[src/gpost_pkg.sv]
// constants, register map and helpers of the gpio output set/toggle/input block
// assumes a 32-bit axi4-lite master and one 32-pin group per instance
package gpost_pkg;
  localparam int unsigned DATA_W = 32;
  localparam int unsigned ADDR_W = 32;
  localparam int unsigned OFF_W = 7;
  localparam logic [OFF_W-1:0] OFF_DIR = 7'h00;
  localparam logic [OFF_W-1:0] OFF_OUT = 7'h10;
  localparam logic [OFF_W-1:0] OFF_CLR = 7'h14;
  localparam logic [OFF_W-1:0] OFF_SET = 7'h18;
  localparam logic [OFF_W-1:0] OFF_TGL = 7'h1c;
  localparam logic [OFF_W-1:0] OFF_IN = 7'h20;
  localparam logic [OFF_W-1:0] OFF_SAMPLING = 7'h24;
  localparam logic [OFF_W-1:0] OFF_PULL_EN = 7'h40;
  localparam logic [DATA_W-1:0] RST_OUT = 32'h00000000;
  localparam logic [DATA_W-1:0] RST_IN = 32'h40000000;
  localparam logic [DATA_W-1:0] RST_CFG = 32'h00000000;
  localparam logic [1:0] RESP_OKAY = 2'h0;
  localparam logic [1:0] RESP_SLVERR = 2'h2;

  // byte enables widened to a bit mask
  function automatic logic [DATA_W-1:0] gpost_byte_mask(input logic [3:0] be);
    logic [DATA_W-1:0] m;
    m = '0;
    for (int i = 0; i < 4; i++)
    begin
      m[i*8 +: 8] = {8{be[i]}};
    end
    return m;
  endfunction
endpackage

[src/gpost_top.sv]
// gpio group: output value with clear/set/toggle aliases, input value with samplers
// assumes an axi4-lite master on clk_sys_i and asynchronous pin inputs
//
// Register access over AXI4-Lite was decided locally.
`timescale 1ns/1ps
module gpost_top #(
  parameter logic [24:0] GROUP_IDX = 25'h0000000
) (
  input wire logic clk_sys_i,
  input wire logic rst_i,
  input wire logic [gpost_pkg::ADDR_W-1:0] s_axi_awaddr_i,
  input wire logic s_axi_awvalid_i,
  output logic s_axi_awready_o,
  input wire logic [gpost_pkg::DATA_W-1:0] s_axi_wdata_i,
  input wire logic [3:0] s_axi_wstrb_i,
  input wire logic s_axi_wvalid_i,
  output logic s_axi_wready_o,
  output logic [1:0] s_axi_bresp_o,
  output logic s_axi_bvalid_o,
  input wire logic s_axi_bready_i,
  input wire logic [gpost_pkg::ADDR_W-1:0] s_axi_araddr_i,
  input wire logic s_axi_arvalid_i,
  output logic s_axi_arready_o,
  output logic [gpost_pkg::DATA_W-1:0] s_axi_rdata_o,
  output logic [1:0] s_axi_rresp_o,
  output logic s_axi_rvalid_o,
  input wire logic s_axi_rready_i,
  input wire logic [gpost_pkg::DATA_W-1:0] pin_in_i,
  output logic [gpost_pkg::DATA_W-1:0] pin_out_o,
  output logic [gpost_pkg::DATA_W-1:0] pin_oe_o,
  output logic [gpost_pkg::DATA_W-1:0] pull_en_o,
  output logic [gpost_pkg::DATA_W-1:0] pull_up_o
);
  import gpost_pkg::*;

  // bus state
  logic awready_q, awready_d, wready_q, wready_d;
  logic aw_hold_q, aw_hold_d, w_hold_q, w_hold_d;
  logic [ADDR_W-1:0] aw_addr_q, aw_addr_d;
  logic [DATA_W-1:0] w_data_q, w_data_d;
  logic [3:0] w_strb_q, w_strb_d;
  logic bvalid_q, bvalid_d;
  logic [1:0] bresp_q, bresp_d;
  logic arready_q, arready_d, rvalid_q, rvalid_d;
  logic [DATA_W-1:0] rdata_q, rdata_d;
  logic [1:0] rresp_q, rresp_d;
  // port state
  logic [DATA_W-1:0] out_q, out_d, dir_q, dir_d, pull_q, pull_d;
  logic [DATA_W-1:0] samp_q, samp_d, in_q, in_d;
  logic [DATA_W-1:0] s1_q, s2_q, s3_q;
  logic [DATA_W-1:0] pin_out_q, pin_oe_q, pull_en_q, pull_up_q;
  logic [DATA_W-1:0] pull_en_d, pull_up_d;
  // decode
  logic aw_fire, w_fire, ar_fire, do_write;
  logic w_hit, r_hit, rd_in;
  logic [OFF_W-1:0] w_off, r_off;
  logic [DATA_W-1:0] wmask, wbits, cont_mask, upd;

  always_comb
  begin
    aw_fire = s_axi_awvalid_i & awready_q;
    w_fire = s_axi_wvalid_i & wready_q;
    ar_fire = s_axi_arvalid_i & arready_q;
    do_write = aw_hold_q & w_hold_q & ~bvalid_q;
    w_off = {aw_addr_q[OFF_W-1:2], 2'b00};
    r_off = {s_axi_araddr_i[OFF_W-1:2], 2'b00};
    w_hit = aw_addr_q[ADDR_W-1:OFF_W] == GROUP_IDX;
    r_hit = s_axi_araddr_i[ADDR_W-1:OFF_W] == GROUP_IDX;
    wmask = gpost_byte_mask(w_strb_q);
    wbits = w_data_q & wmask;
    rd_in = ar_fire & r_hit & (r_off == OFF_IN);
    // write channel capture, either order
    aw_hold_d = aw_hold_q;
    aw_addr_d = aw_addr_q;
    w_hold_d = w_hold_q;
    w_data_d = w_data_q;
    w_strb_d = w_strb_q;
    if (aw_fire)
    begin
      aw_hold_d = 1'b1;
      aw_addr_d = s_axi_awaddr_i;
    end
    if (w_fire)
    begin
      w_hold_d = 1'b1;
      w_data_d = s_axi_wdata_i;
      w_strb_d = s_axi_wstrb_i;
    end
    if (do_write)
    begin
      aw_hold_d = 1'b0;
      w_hold_d = 1'b0;
    end
    bvalid_d = bvalid_q;
    bresp_d = bresp_q;
    if (bvalid_q & s_axi_bready_i)
    begin
      bvalid_d = 1'b0;
    end
    // register writes
    out_d = out_q;
    dir_d = dir_q;
    pull_d = pull_q;
    samp_d = samp_q;
    if (do_write)
    begin
      bvalid_d = 1'b1;
      bresp_d = RESP_OKAY;
      if (!w_hit)
      begin
        bresp_d = RESP_SLVERR;
      end
      else
      begin
        unique case (w_off)
          OFF_DIR: dir_d = (dir_q & ~wmask) | wbits;
          OFF_OUT: out_d = (out_q & ~wmask) | wbits;
          OFF_CLR: out_d = out_q & ~wbits;
          OFF_SET: out_d = out_q | wbits;
          OFF_TGL: out_d = out_q ^ wbits;
          OFF_IN: out_d = out_q;
          OFF_SAMPLING: samp_d = (samp_q & ~wmask) | wbits;
          OFF_PULL_EN: pull_d = (pull_q & ~wmask) | wbits;
          default: bresp_d = RESP_SLVERR;
        endcase
      end
    end
    awready_d = ~aw_hold_d & ~bvalid_d;
    wready_d = ~w_hold_d & ~bvalid_d;
    pull_en_d = pull_d & ~dir_d;
    pull_up_d = out_d & pull_d & ~dir_d;
    // input samplers: byte enabled if any pin asks continuous
    for (int b = 0; b < 4; b++)
    begin
      cont_mask[b*8 +: 8] = {8{|samp_q[b*8 +: 8]}};
    end
    upd = ~(s2_q ^ s3_q) & (cont_mask | {DATA_W{rd_in}});
    in_d = (in_q & ~upd) | (s3_q & upd);
    // read channel
    rvalid_d = rvalid_q;
    rdata_d = rdata_q;
    rresp_d = rresp_q;
    if (rvalid_q & s_axi_rready_i)
    begin
      rvalid_d = 1'b0;
    end
    if (ar_fire)
    begin
      rvalid_d = 1'b1;
      rresp_d = RESP_OKAY;
      rdata_d = '0;
      if (!r_hit)
      begin
        rresp_d = RESP_SLVERR;
      end
      else
      begin
        unique case (r_off)
          OFF_DIR: rdata_d = dir_q;
          OFF_OUT, OFF_CLR, OFF_SET, OFF_TGL: rdata_d = out_q;
          OFF_IN: rdata_d = in_d;
          OFF_SAMPLING: rdata_d = samp_q;
          OFF_PULL_EN: rdata_d = pull_q;
          default: rresp_d = RESP_SLVERR;
        endcase
      end
    end
    arready_d = ~rvalid_d;
  end

  always_ff @(posedge clk_sys_i)
  begin
    if (rst_i)
    begin
      awready_q <= 1'b0;
      wready_q <= 1'b0;
      aw_hold_q <= 1'b0;
      w_hold_q <= 1'b0;
      aw_addr_q <= '0;
      w_data_q <= '0;
      w_strb_q <= '0;
      bvalid_q <= 1'b0;
      bresp_q <= RESP_OKAY;
      arready_q <= 1'b0;
      rvalid_q <= 1'b0;
      rdata_q <= '0;
      rresp_q <= RESP_OKAY;
      out_q <= RST_OUT;
      dir_q <= RST_CFG;
      pull_q <= RST_CFG;
      samp_q <= RST_CFG;
      in_q <= RST_IN;
      s1_q <= '0;
      s2_q <= '0;
      s3_q <= '0;
      pin_out_q <= RST_OUT;
      pin_oe_q <= RST_CFG;
      pull_en_q <= RST_CFG;
      pull_up_q <= RST_CFG;
    end
    else
    begin
      awready_q <= awready_d;
      wready_q <= wready_d;
      aw_hold_q <= aw_hold_d;
      w_hold_q <= w_hold_d;
      aw_addr_q <= aw_addr_d;
      w_data_q <= w_data_d;
      w_strb_q <= w_strb_d;
      bvalid_q <= bvalid_d;
      bresp_q <= bresp_d;
      arready_q <= arready_d;
      rvalid_q <= rvalid_d;
      rdata_q <= rdata_d;
      rresp_q <= rresp_d;
      out_q <= out_d;
      dir_q <= dir_d;
      pull_q <= pull_d;
      samp_q <= samp_d;
      in_q <= in_d;
      s1_q <= pin_in_i;
      s2_q <= s1_q;
      s3_q <= s2_q;
      pin_out_q <= out_d;
      pin_oe_q <= dir_d;
      pull_en_q <= pull_en_d;
      pull_up_q <= pull_up_d;
    end
  end

  assign s_axi_awready_o = awready_q;
  assign s_axi_wready_o = wready_q;
  assign s_axi_bvalid_o = bvalid_q;
  assign s_axi_bresp_o = bresp_q;
  assign s_axi_arready_o = arready_q;
  assign s_axi_rvalid_o = rvalid_q;
  assign s_axi_rdata_o = rdata_q;
  assign s_axi_rresp_o = rresp_q;
  assign pin_out_o = pin_out_q;
  assign pin_oe_o = pin_oe_q;
  assign pull_en_o = pull_en_q;
  assign pull_up_o = pull_up_q;

  logic wr_set, wr_tgl;
  assign wr_set = do_write & w_hit & (w_off == OFF_SET) & (w_strb_q == 4'hf);
  assign wr_tgl = do_write & w_hit & (w_off == OFF_TGL) & (w_strb_q == 4'hf);
endmodule

[config.mk]
export PLATFORM = sky130hd
export DESIGN_NAME = gpost_top
export DESIGN_NICKNAME = d
export VERILOG_FILES = /design/src/gpost_pkg.sv /design/src/gpost_top.sv
export SDC_FILE = /design/constraint.sdc
export NUM_CORES = 1
export LEC_CHECK = 0
export BUFFER_PORTS_ARGS = -buffer_cell sky130_fd_sc_hd__buf_2
export CAP_MARGIN = 25
export CORE_MARGIN = 2
export CORE_UTILIZATION = 31
export DETAILED_ROUTE_END_ITERATION = 16
export PLACE_DENSITY_LB_ADDON = 0.12
export SYNTH_ARGS = -nofsm -noshare
export SYNTH_HDL_FRONTEND = slang
export SYNTH_SLANG_ARGS = --single-unit
export TNS_END_PERCENT = 50
[constraint.sdc]
create_clock -name clk_sys_i -period 2.8 [get_ports clk_sys_i]
set_input_delay 0.28 -clock clk_sys_i [delete_from_list [all_inputs] [get_ports clk_sys_i]]
set_output_delay 0.28 -clock clk_sys_i [all_outputs]
set_load 0.02 [all_outputs]
After elaboration in Yosys (flattened, before gate mapping) --
Cells that the tools add are included.
Cells by class: eq/ne operators 14, bitwise gates (word level) 42, mux-type cells 23, reductions and logical operators 12
Operators by type and width (count):
- bitwise AND 32 bit | 12
- 2-to-1 mux 32 bit | 9
- bitwise OR 32 bit | 7
- NOT 32 bit | 5
- one-hot mux 32 bit (5 select lines) | 1
- one-hot mux 32 bit (4 select lines) | 1
- XOR 32 bit | 2
- logical NOT 25 bit | 2
- OR reduction 8 bit | 6
- == test 5 x 3 -> 1 bit (second input constant) | 8
- == test 5 x 4 -> 1 bit (second input constant) | 4
- bitwise AND 1 bit | 11
- == test 5 bit (second input constant) | 2
- logical NOT 5 bit | 2
- 2-to-1 mux 1 bit | 8
- 2-to-1 mux 2 bit | 4
- NOT 1 bit | 5
- OR reduction 4 bit | 1
- AND reduction 3 bit | 1
Storage, ports and cells: word-level logic and storage cells 114, output and inout bits 169, bits in registers 431

Longest topological paths before layout --
Gate-level depths: netlist of run 1.
depth in word-level cells 10, gate-level depth with buffers 8, gate-level depth less buffers 7

Worst setup path before layout of run 1 --
Ideal clock, no wire load.
kind register to register, start reg aw_addr_q[10], end reg pull_up_q[30], in the netlist pull_up_o[30], data required time 2.708 ns, path buffers 0, setup slack 0.490 ns, arrival 2.219 ns, stages on the path, launching flop included 6, setup time 0.092 ns, cell sequence dfxtp_1 -> nor4_2 -> nand4_4 -> nor4_2 -> mux2_2 -> nor4_1
On the way: longest elaborated chain between the ends 5, elaborated cells on any way between the ends 10, those cells by class mux (6); bitwise (3); reduce/logical (1)
RTL lines:
- start: declaration | line gpost_top.sv:39 | logic [ADDR_W-1:0] aw_addr_q, aw_addr_d;
- start signal: assignment | line gpost_top.sv:207 | aw_addr_q <= aw_addr_d;
- logical NOT 25 bit * | line gpost_top.sv:67 | w_hit = aw_addr_q[ADDR_W-1:OFF_W] == GROUP_IDX;
- 2-to-1 mux 32 bit | line gpost_top.sv:109 | if (!w_hit)
- 2-to-1 mux 32 bit | line gpost_top.sv:105 | if (do_write)
- bitwise AND 32 bit or NOT 32 bit (tied branches) | line gpost_top.sv:131 | pull_up_d = out_d & pull_d & ~dir_d;
- bitwise AND 32 bit * | line gpost_top.sv:131
- end signal: assignment | line gpost_top.sv:227 | pull_up_q <= pull_up_d;
- end: declaration | line gpost_top.sv:51 | logic [DATA_W-1:0] pin_out_q, pin_oe_q, pull_en_q, pull_up_q;
Mark *: on every way between the ends. The rest lies on a longest branch, timed or not. A chain may end at the register's enable or synchronous reset.

Worst setup path after layout of run 1 --
start reg aw_addr_q[25], end reg pull_up_q[31], in the netlist pull_up_o[31]
Same word-level chain as after synthesis.

==> impl_metrics.csv, run 1 <==
group,metric,value,unit
cts,clock-sinks,427,
critical_path,endpoint_kind,"register",
routing,first_pass_iters,5,
sta,holdWs,0.01618,ns
power,p_clk_share,48.0,%
synth,netlist_instances,1799,
power,cellPowerDensity,609.3,mW/mm2
synth,synth.distinct_cells,48,
job,cap_violations,0,
sta,clock_skew,0.01856,ns
grt,grt_pass1_wl,84350,um
grt,grt_usage,19.28,%
die,die_w,239.5,um
die,die_y,239.5,um
finish,area_growth,30.12,%
placement,place_congestion,0.7934,
sta,slew_headroom,43.32,%
routing,via_count,14310,
grt,grt_pass1_vias,14120,
cts,clock_path_buffers,3,
synth,synthArstFlopShare,0,%
sta,period_share,92.22,%
routing,antenna_left,0,
cts,cts_tree,"yes",
finish,fin_nets,2365,
run_status,status,"finished, final reports clean",
power,power.leakage,8.670,nW
synth,yosysSeqAreaShare,49.73,%
finish,final_layout_size_suffix_gt1_share,24.88,%
die,core_area,0.05499,mm2
sta,hold_viol_final,0,
grt,grt_max_degree,102,
placement,port_buffers,301,
die,ios,308,
synth,yosys.cell_count.top_type,"dfxtp_1",
die,initial_utilization,31.26,%
sta,setup_viol,0,
sta,fmax,0.3873,GHz
critical_path,critPathLaunchType,"register",
grt,grt_overflow,0,
routing,routed_wl,56320,um
sta,worst_slew_pin_slew,0.8502,ns
power,combPwrFrac,5.8,%
cts,clk_pin_slew,0.06,ns
routing,drtIter0Drc,722,
cts,post_cts_buffers,0,
sta,fin_ws,0.2179,ns
routing,routed_via_density,4.801,
sta,rsz0062_at_grt,"no",
power,p_sw,3.128,mW
placement,dp_slack,0.2420,ns
critical_path,worstSetupPathType,"reg -> reg",
power,irDropWorstVdd,0.3621,mV
synth,synth_edf_count,0,
routing,drc,0,
routing,routedWlPerCell,18.90,um
die,die_area,0.05735,mm2
grt,antenna_found_initial,0,
synth,syn-cell-area,0.01719,mm2
hold_path,min-delay-path-class,"in -> reg",
placement,hpwl,40010,um
synth,yosys-top-cells-count,"dfxtp_1, nand2_1, a21oi_1",
sta,finalSetupTns,0,ns
finish,fin_area,0.02237,mm2
sta,slew_violations,0,
synth,synth_area_per_cell,9.555,um2
cts,cts-root-buf,"clkbuf_16",
critical_path,path_max_fanout,12,
synth,ys.flop_type,"dfxtp_1",
power,seq_power_share,46.2,%
synth,synth_top_area_share,49.73,%
cts,cts_made_buffers,49,
placement,place_area,0.01972,mm2
sta,period_needed,2.582,ns
power,power.internal,10.50,mW
synth,yosysWarnings,0,
die,rows,86,
synth,ys_ff_latch,427,
cts,htree_levels,2,
critical_path,required,3.34,ns
synth,synth_top_area_cell,"dfxtp_1",
synth,synth_area_leaders,"dfxtp_1, mux2i_1, a21oi_1",
cts,clk_latency,0.59,ns
critical_path,cp.arrival,3.12,ns
power,swShare,22.95,%
[flip-flops by register name, indices dropped and copies added (netlist names), 4 cells and up, named ones only]
signal         cells
pull_en_o         32
pin_oe_o          32
pull_up_o         32
s2_q              32
in_q              32
w_data_q          32
s3_q              32
s1_q              32
aw_addr_q         30
w_strb_q           4
pin_out_o         32
pull_q            32
s_axi_rdata_o     32
[power groups by stage]
| stage | Clock (mW) | Combinational, mW | Sequential, mW |
|---|---|---|---|
| after floorplan | 0 | 0.416 | 6.39 |
| after global placement | 0 | 0.673 | 6.42 |
| after detailed placement | 0 | 0.686 | 6.43 |
| after CTS | 6.74 | 0.796 | 6.29 |
| after global routing | 6.98 | 0.862 | 6.31 |
| final | 6.55 | 0.787 | 6.30 |
[per-layer routing]
layer / vias to the layer above / GRT usage (%) / routed length, um
met5: - / 0 / 0
met4: 0 / 6.458 / 1352
met3: 80 / 3.480 / 2924
met2: 351 / 29.95 / 24870
met1: 6808 / 26.89 / 27180
li1: 7068 / - / -
[cell usage in the layout (no fill, tap or decap), types with 39 or more instances in the layout]
master         instances
a21oi_1              187
o2bb2ai_1             39
dlygate4sd3_1        100
buf_4                 52
nand2_1              219
nor2_1               139
nor2b_1              132
clkbuf_16             51
o21ai_0               79
dfxtp_1              426
mux2_2                54
mux2i_1              105
buf_2                300
[worst paths after layout]
check / startpoint / end / slack (ns) / cells past startpoint
hold / removal: s_axi_wstrb_i[0] / w_strb_q[0] / 0.02 / 3
hold reg to reg: s1_q[12] / s2_q[12] / 0.43 / 1
setup / recovery: aw_addr_q[25] / pull_up_o[31] / 0.22 / 8
setup reg to reg: aw_addr_q[25] / pull_up_o[31] / 0.22 / 8
[critical path, stage by stage (launching register included)]
cell and delay [ns]:
dfxtp_1 0.32, nor4_2 0.39, nand4_4 0.33, buf_4 0.29, nor4_2 0.22, buf_4 0.26, mux2i_1 0.27, nor4b_1 0.30
buf_4 0.16
[cell type report]
class                           instances  area [um2]
Sequential cell                       427        8549
Antenna cell                            1       2.502
Fill cell                            5471       32620
Multi-Input combinational cell       1233        8118
Timing Repair Buffer                  459        3023
Clock buffer                           74        1473
Inverter                               24       90.09
Clock inverter                         14       176.4
Tap cell                              748       935.9
[repair_timing]
action	CTS	global route
hold buffers	100	0
endpoints found under the hold margin	100	0
resized for setup	0	0
[kinds of logic after synthesis]
family | share of synthesized area (%)
simple gates | 20.87
flops | 49.73
buf+inv | 3.224
other cells | 0.02181
mux | 9.651
compound gates | 13.71
fa+ha+maj | 2.795
[through the flow]
stage          cells  util (%)  power [mW]
4_1_cts         2979     40.67       13.83
5_1_grt         2979     40.67       14.15
6_report        2980     40.68       13.63
2_1_floorplan   1800         -       6.809
3_3_place_gp    2790     35.83       7.097
3_5_place_dp    2791     35.86       7.113
No activity file was read; power rests on OpenSTA's default activity.
==> run 2, diff against run 1 <==
--- a/config.mk
+++ b/config.mk
@@ -7,6 +7,8 @@
 export LEC_CHECK = 0
 export BUFFER_PORTS_ARGS = -buffer_cell sky130_fd_sc_hd__buf_2
 export CAP_MARGIN = 25
+export CELL_PAD_IN_SITES_DETAIL_PLACEMENT = 0
+export CELL_PAD_IN_SITES_GLOBAL_PLACEMENT = 1
 export CORE_MARGIN = 2
 export CORE_UTILIZATION = 31
 export DETAILED_ROUTE_END_ITERATION = 16
==> impl_metrics.csv, run 2 (synthesis gave the netlist of run 1 again) <==
group,metric,value,unit
routing,route.met3.wl,2280,um
finish,most-common-layout-cells,"dfxtp_1, buf_2, nand2_1",
finish,final_layout_size_suffix_gt1_share,25.06,%
routing,drc,0,
sta,slew_headroom,44.14,%
die,die_area,0.05735,mm2
cts,cts-root-buf,"clkbuf_16",
sta,finalSetupTns,0,ns
grt,antenna_found_initial,3,
power,power.leakage,8.693,nW
routing,routed_wl,57050,um
routing,m1WireLength,26990,um
sta,period_needed,2.599,ns
sta,worst_slew_pin_slew,0.8379,ns
critical_path,worstSetupPathType,"reg -> reg",
die,die_y,239.5,um
routing,drtIter0Drc,726,
power,irDropWorstVdd,0.3944,mV
power,cellPowerDensity,610.8,mW/mm2
cts,cts_tree,"yes",
grt,grt_max_degree,84,
routing,routedWlPerCell,19.15,um
finish,area_growth,30.58,%
critical_path,ff2ff_path_depth,6,
cts,clock-sinks,427,
finish,fin_nets,2363,
grt,grt_pass1_wl,85880,um
cts,ctsHoldBuffers,99,
finish,final_common_cell,"dfxtp_1",
cts,clk_latency,0.59,ns
power,combPwrFrac,6.0,%
power,p_sw,3.157,mW
cts,post_cts_buffers,0,
hold_path,holdPathStages,3,
cts,htree_levels,2,
routing,routed_via_density,4.791,
critical_path,endpoint_kind,"register",
die,initial_utilization,31.26,%
grt,grt_usage,19.75,%
critical_path,required,3.25,ns
routing,wl_met2,26400,um
cts,clk_pin_slew,0.06,ns
die,ios,308,
sta,fmax,0.3848,GHz
finish,fillers,5448,
placement,port_buffers,301,
cts,clock_path_buffers,3,
critical_path,cp.arrival,3.05,ns
power,seq_power_share,45.9,%
sta,hold_viol_final,0,
cts,cts_made_buffers,49,
job,cap_violations,0,
die,die_w,239.5,um
sta,slew_violations,0,
cts,cts_resized,0,
placement,place_congestion,0.7500,
power,power.internal,10.55,mW
routing,antenna_left,0,
grt,grt_pass1_vias,13970,
die,core_area,0.05499,mm2
run_status,status,"finished, final reports clean",
routing,via_count,14280,
sta,setup_viol,0,
routing,highest_layer,"met4",
sta,rsz0062_at_grt,"no",
grt,grt_overflow,0,
routing,first_pass_iters,6,
hold_path,min-delay-path-class,"in -> reg",
power,p_clk_share,48.1,%
placement,hpwl,39370,um
die,rows,86,
sta,holdWs,0.03920,ns
critical_path,critPathLaunchType,"register",
sta,period_share,92.82,%
sta,clock_skew,0.01462,ns
critical_path,path_max_fanout,8,
power,swShare,23.03,%
run 2: cell type report:
type / instances / area [um2] / area share [%]
well taps: 748 / 935.9 / 4.169
repair buffers: 457 / 3059 / 13.63
clock inverters: 11 / 136.4 / 0.6076
multi-input cells: 1233 / 8132 / 36.23
flip-flops and latches: 427 / 8549 / 38.09
diodes: 1 / 2.502 / 0.01115
clock buffers: 79 / 1541 / 6.867
inverters: 24 / 90.09 / 0.4013
run 2: worst paths after layout:
| kind | startpoint | to | slack, ns |
|---|---|---|---|
| min reg2reg | s1_q[19] | s2_q[19] | 0.43 |
| max | aw_addr_q[31] | pull_up_o[21] | 0.20 |
| min | s_axi_wstrb_i[2] | w_strb_q[2] | 0.04 |
| max reg2reg | aw_addr_q[31] | pull_up_o[21] | 0.20 |
run 2: per-layer routing:
layer | up-vias | global-route usage (%)
met1 | 6820 | 26.67
met4 | 0 | 5.871
met2 | 304 | 32.56
met5 | - | 0
met3 | 81 | 2.939
li1 | 7071 | -
run 2: stage by stage:
stage | std cells | total power [mW] | setup slack [ns] | utilization, % | cell area, um2
2_1_floorplan | 1800 | 6.809 | 0.4895 | - | 17190
3_3_place_gp | 2788 | 7.131 | 0.2184 | 35.89 | 19740
3_5_place_dp | 2789 | 7.144 | 0.1876 | 35.91 | 19750
4_1_cts | 2978 | 13.92 | 0.1829 | 40.77 | 22420
5_1_grt | 2979 | 14.24 | 0.08998 | 40.82 | 22440
6_report | 2980 | 13.71 | 0.2011 | 40.82 | 22450
run 2: critical path, cell delays in order, from the launching register on:
cell,delay [ns]
dfxtp_1,0.31
nor4_2,0.42
nand4_4,0.20
buf_4,0.24
or4_1,0.79
a22oi_1,0.42
nor4_2,0.09
run 2: power groups by stage:
stage	clock network [mW]	registers, mW	logic (mW)
CTS	6.80	6.30	0.824
global route	7.03	6.31	0.894
detailed placement	0	6.43	0.715
finish	6.60	6.30	0.818
floorplan	0	6.39	0.416
global placement	0	6.43	0.705
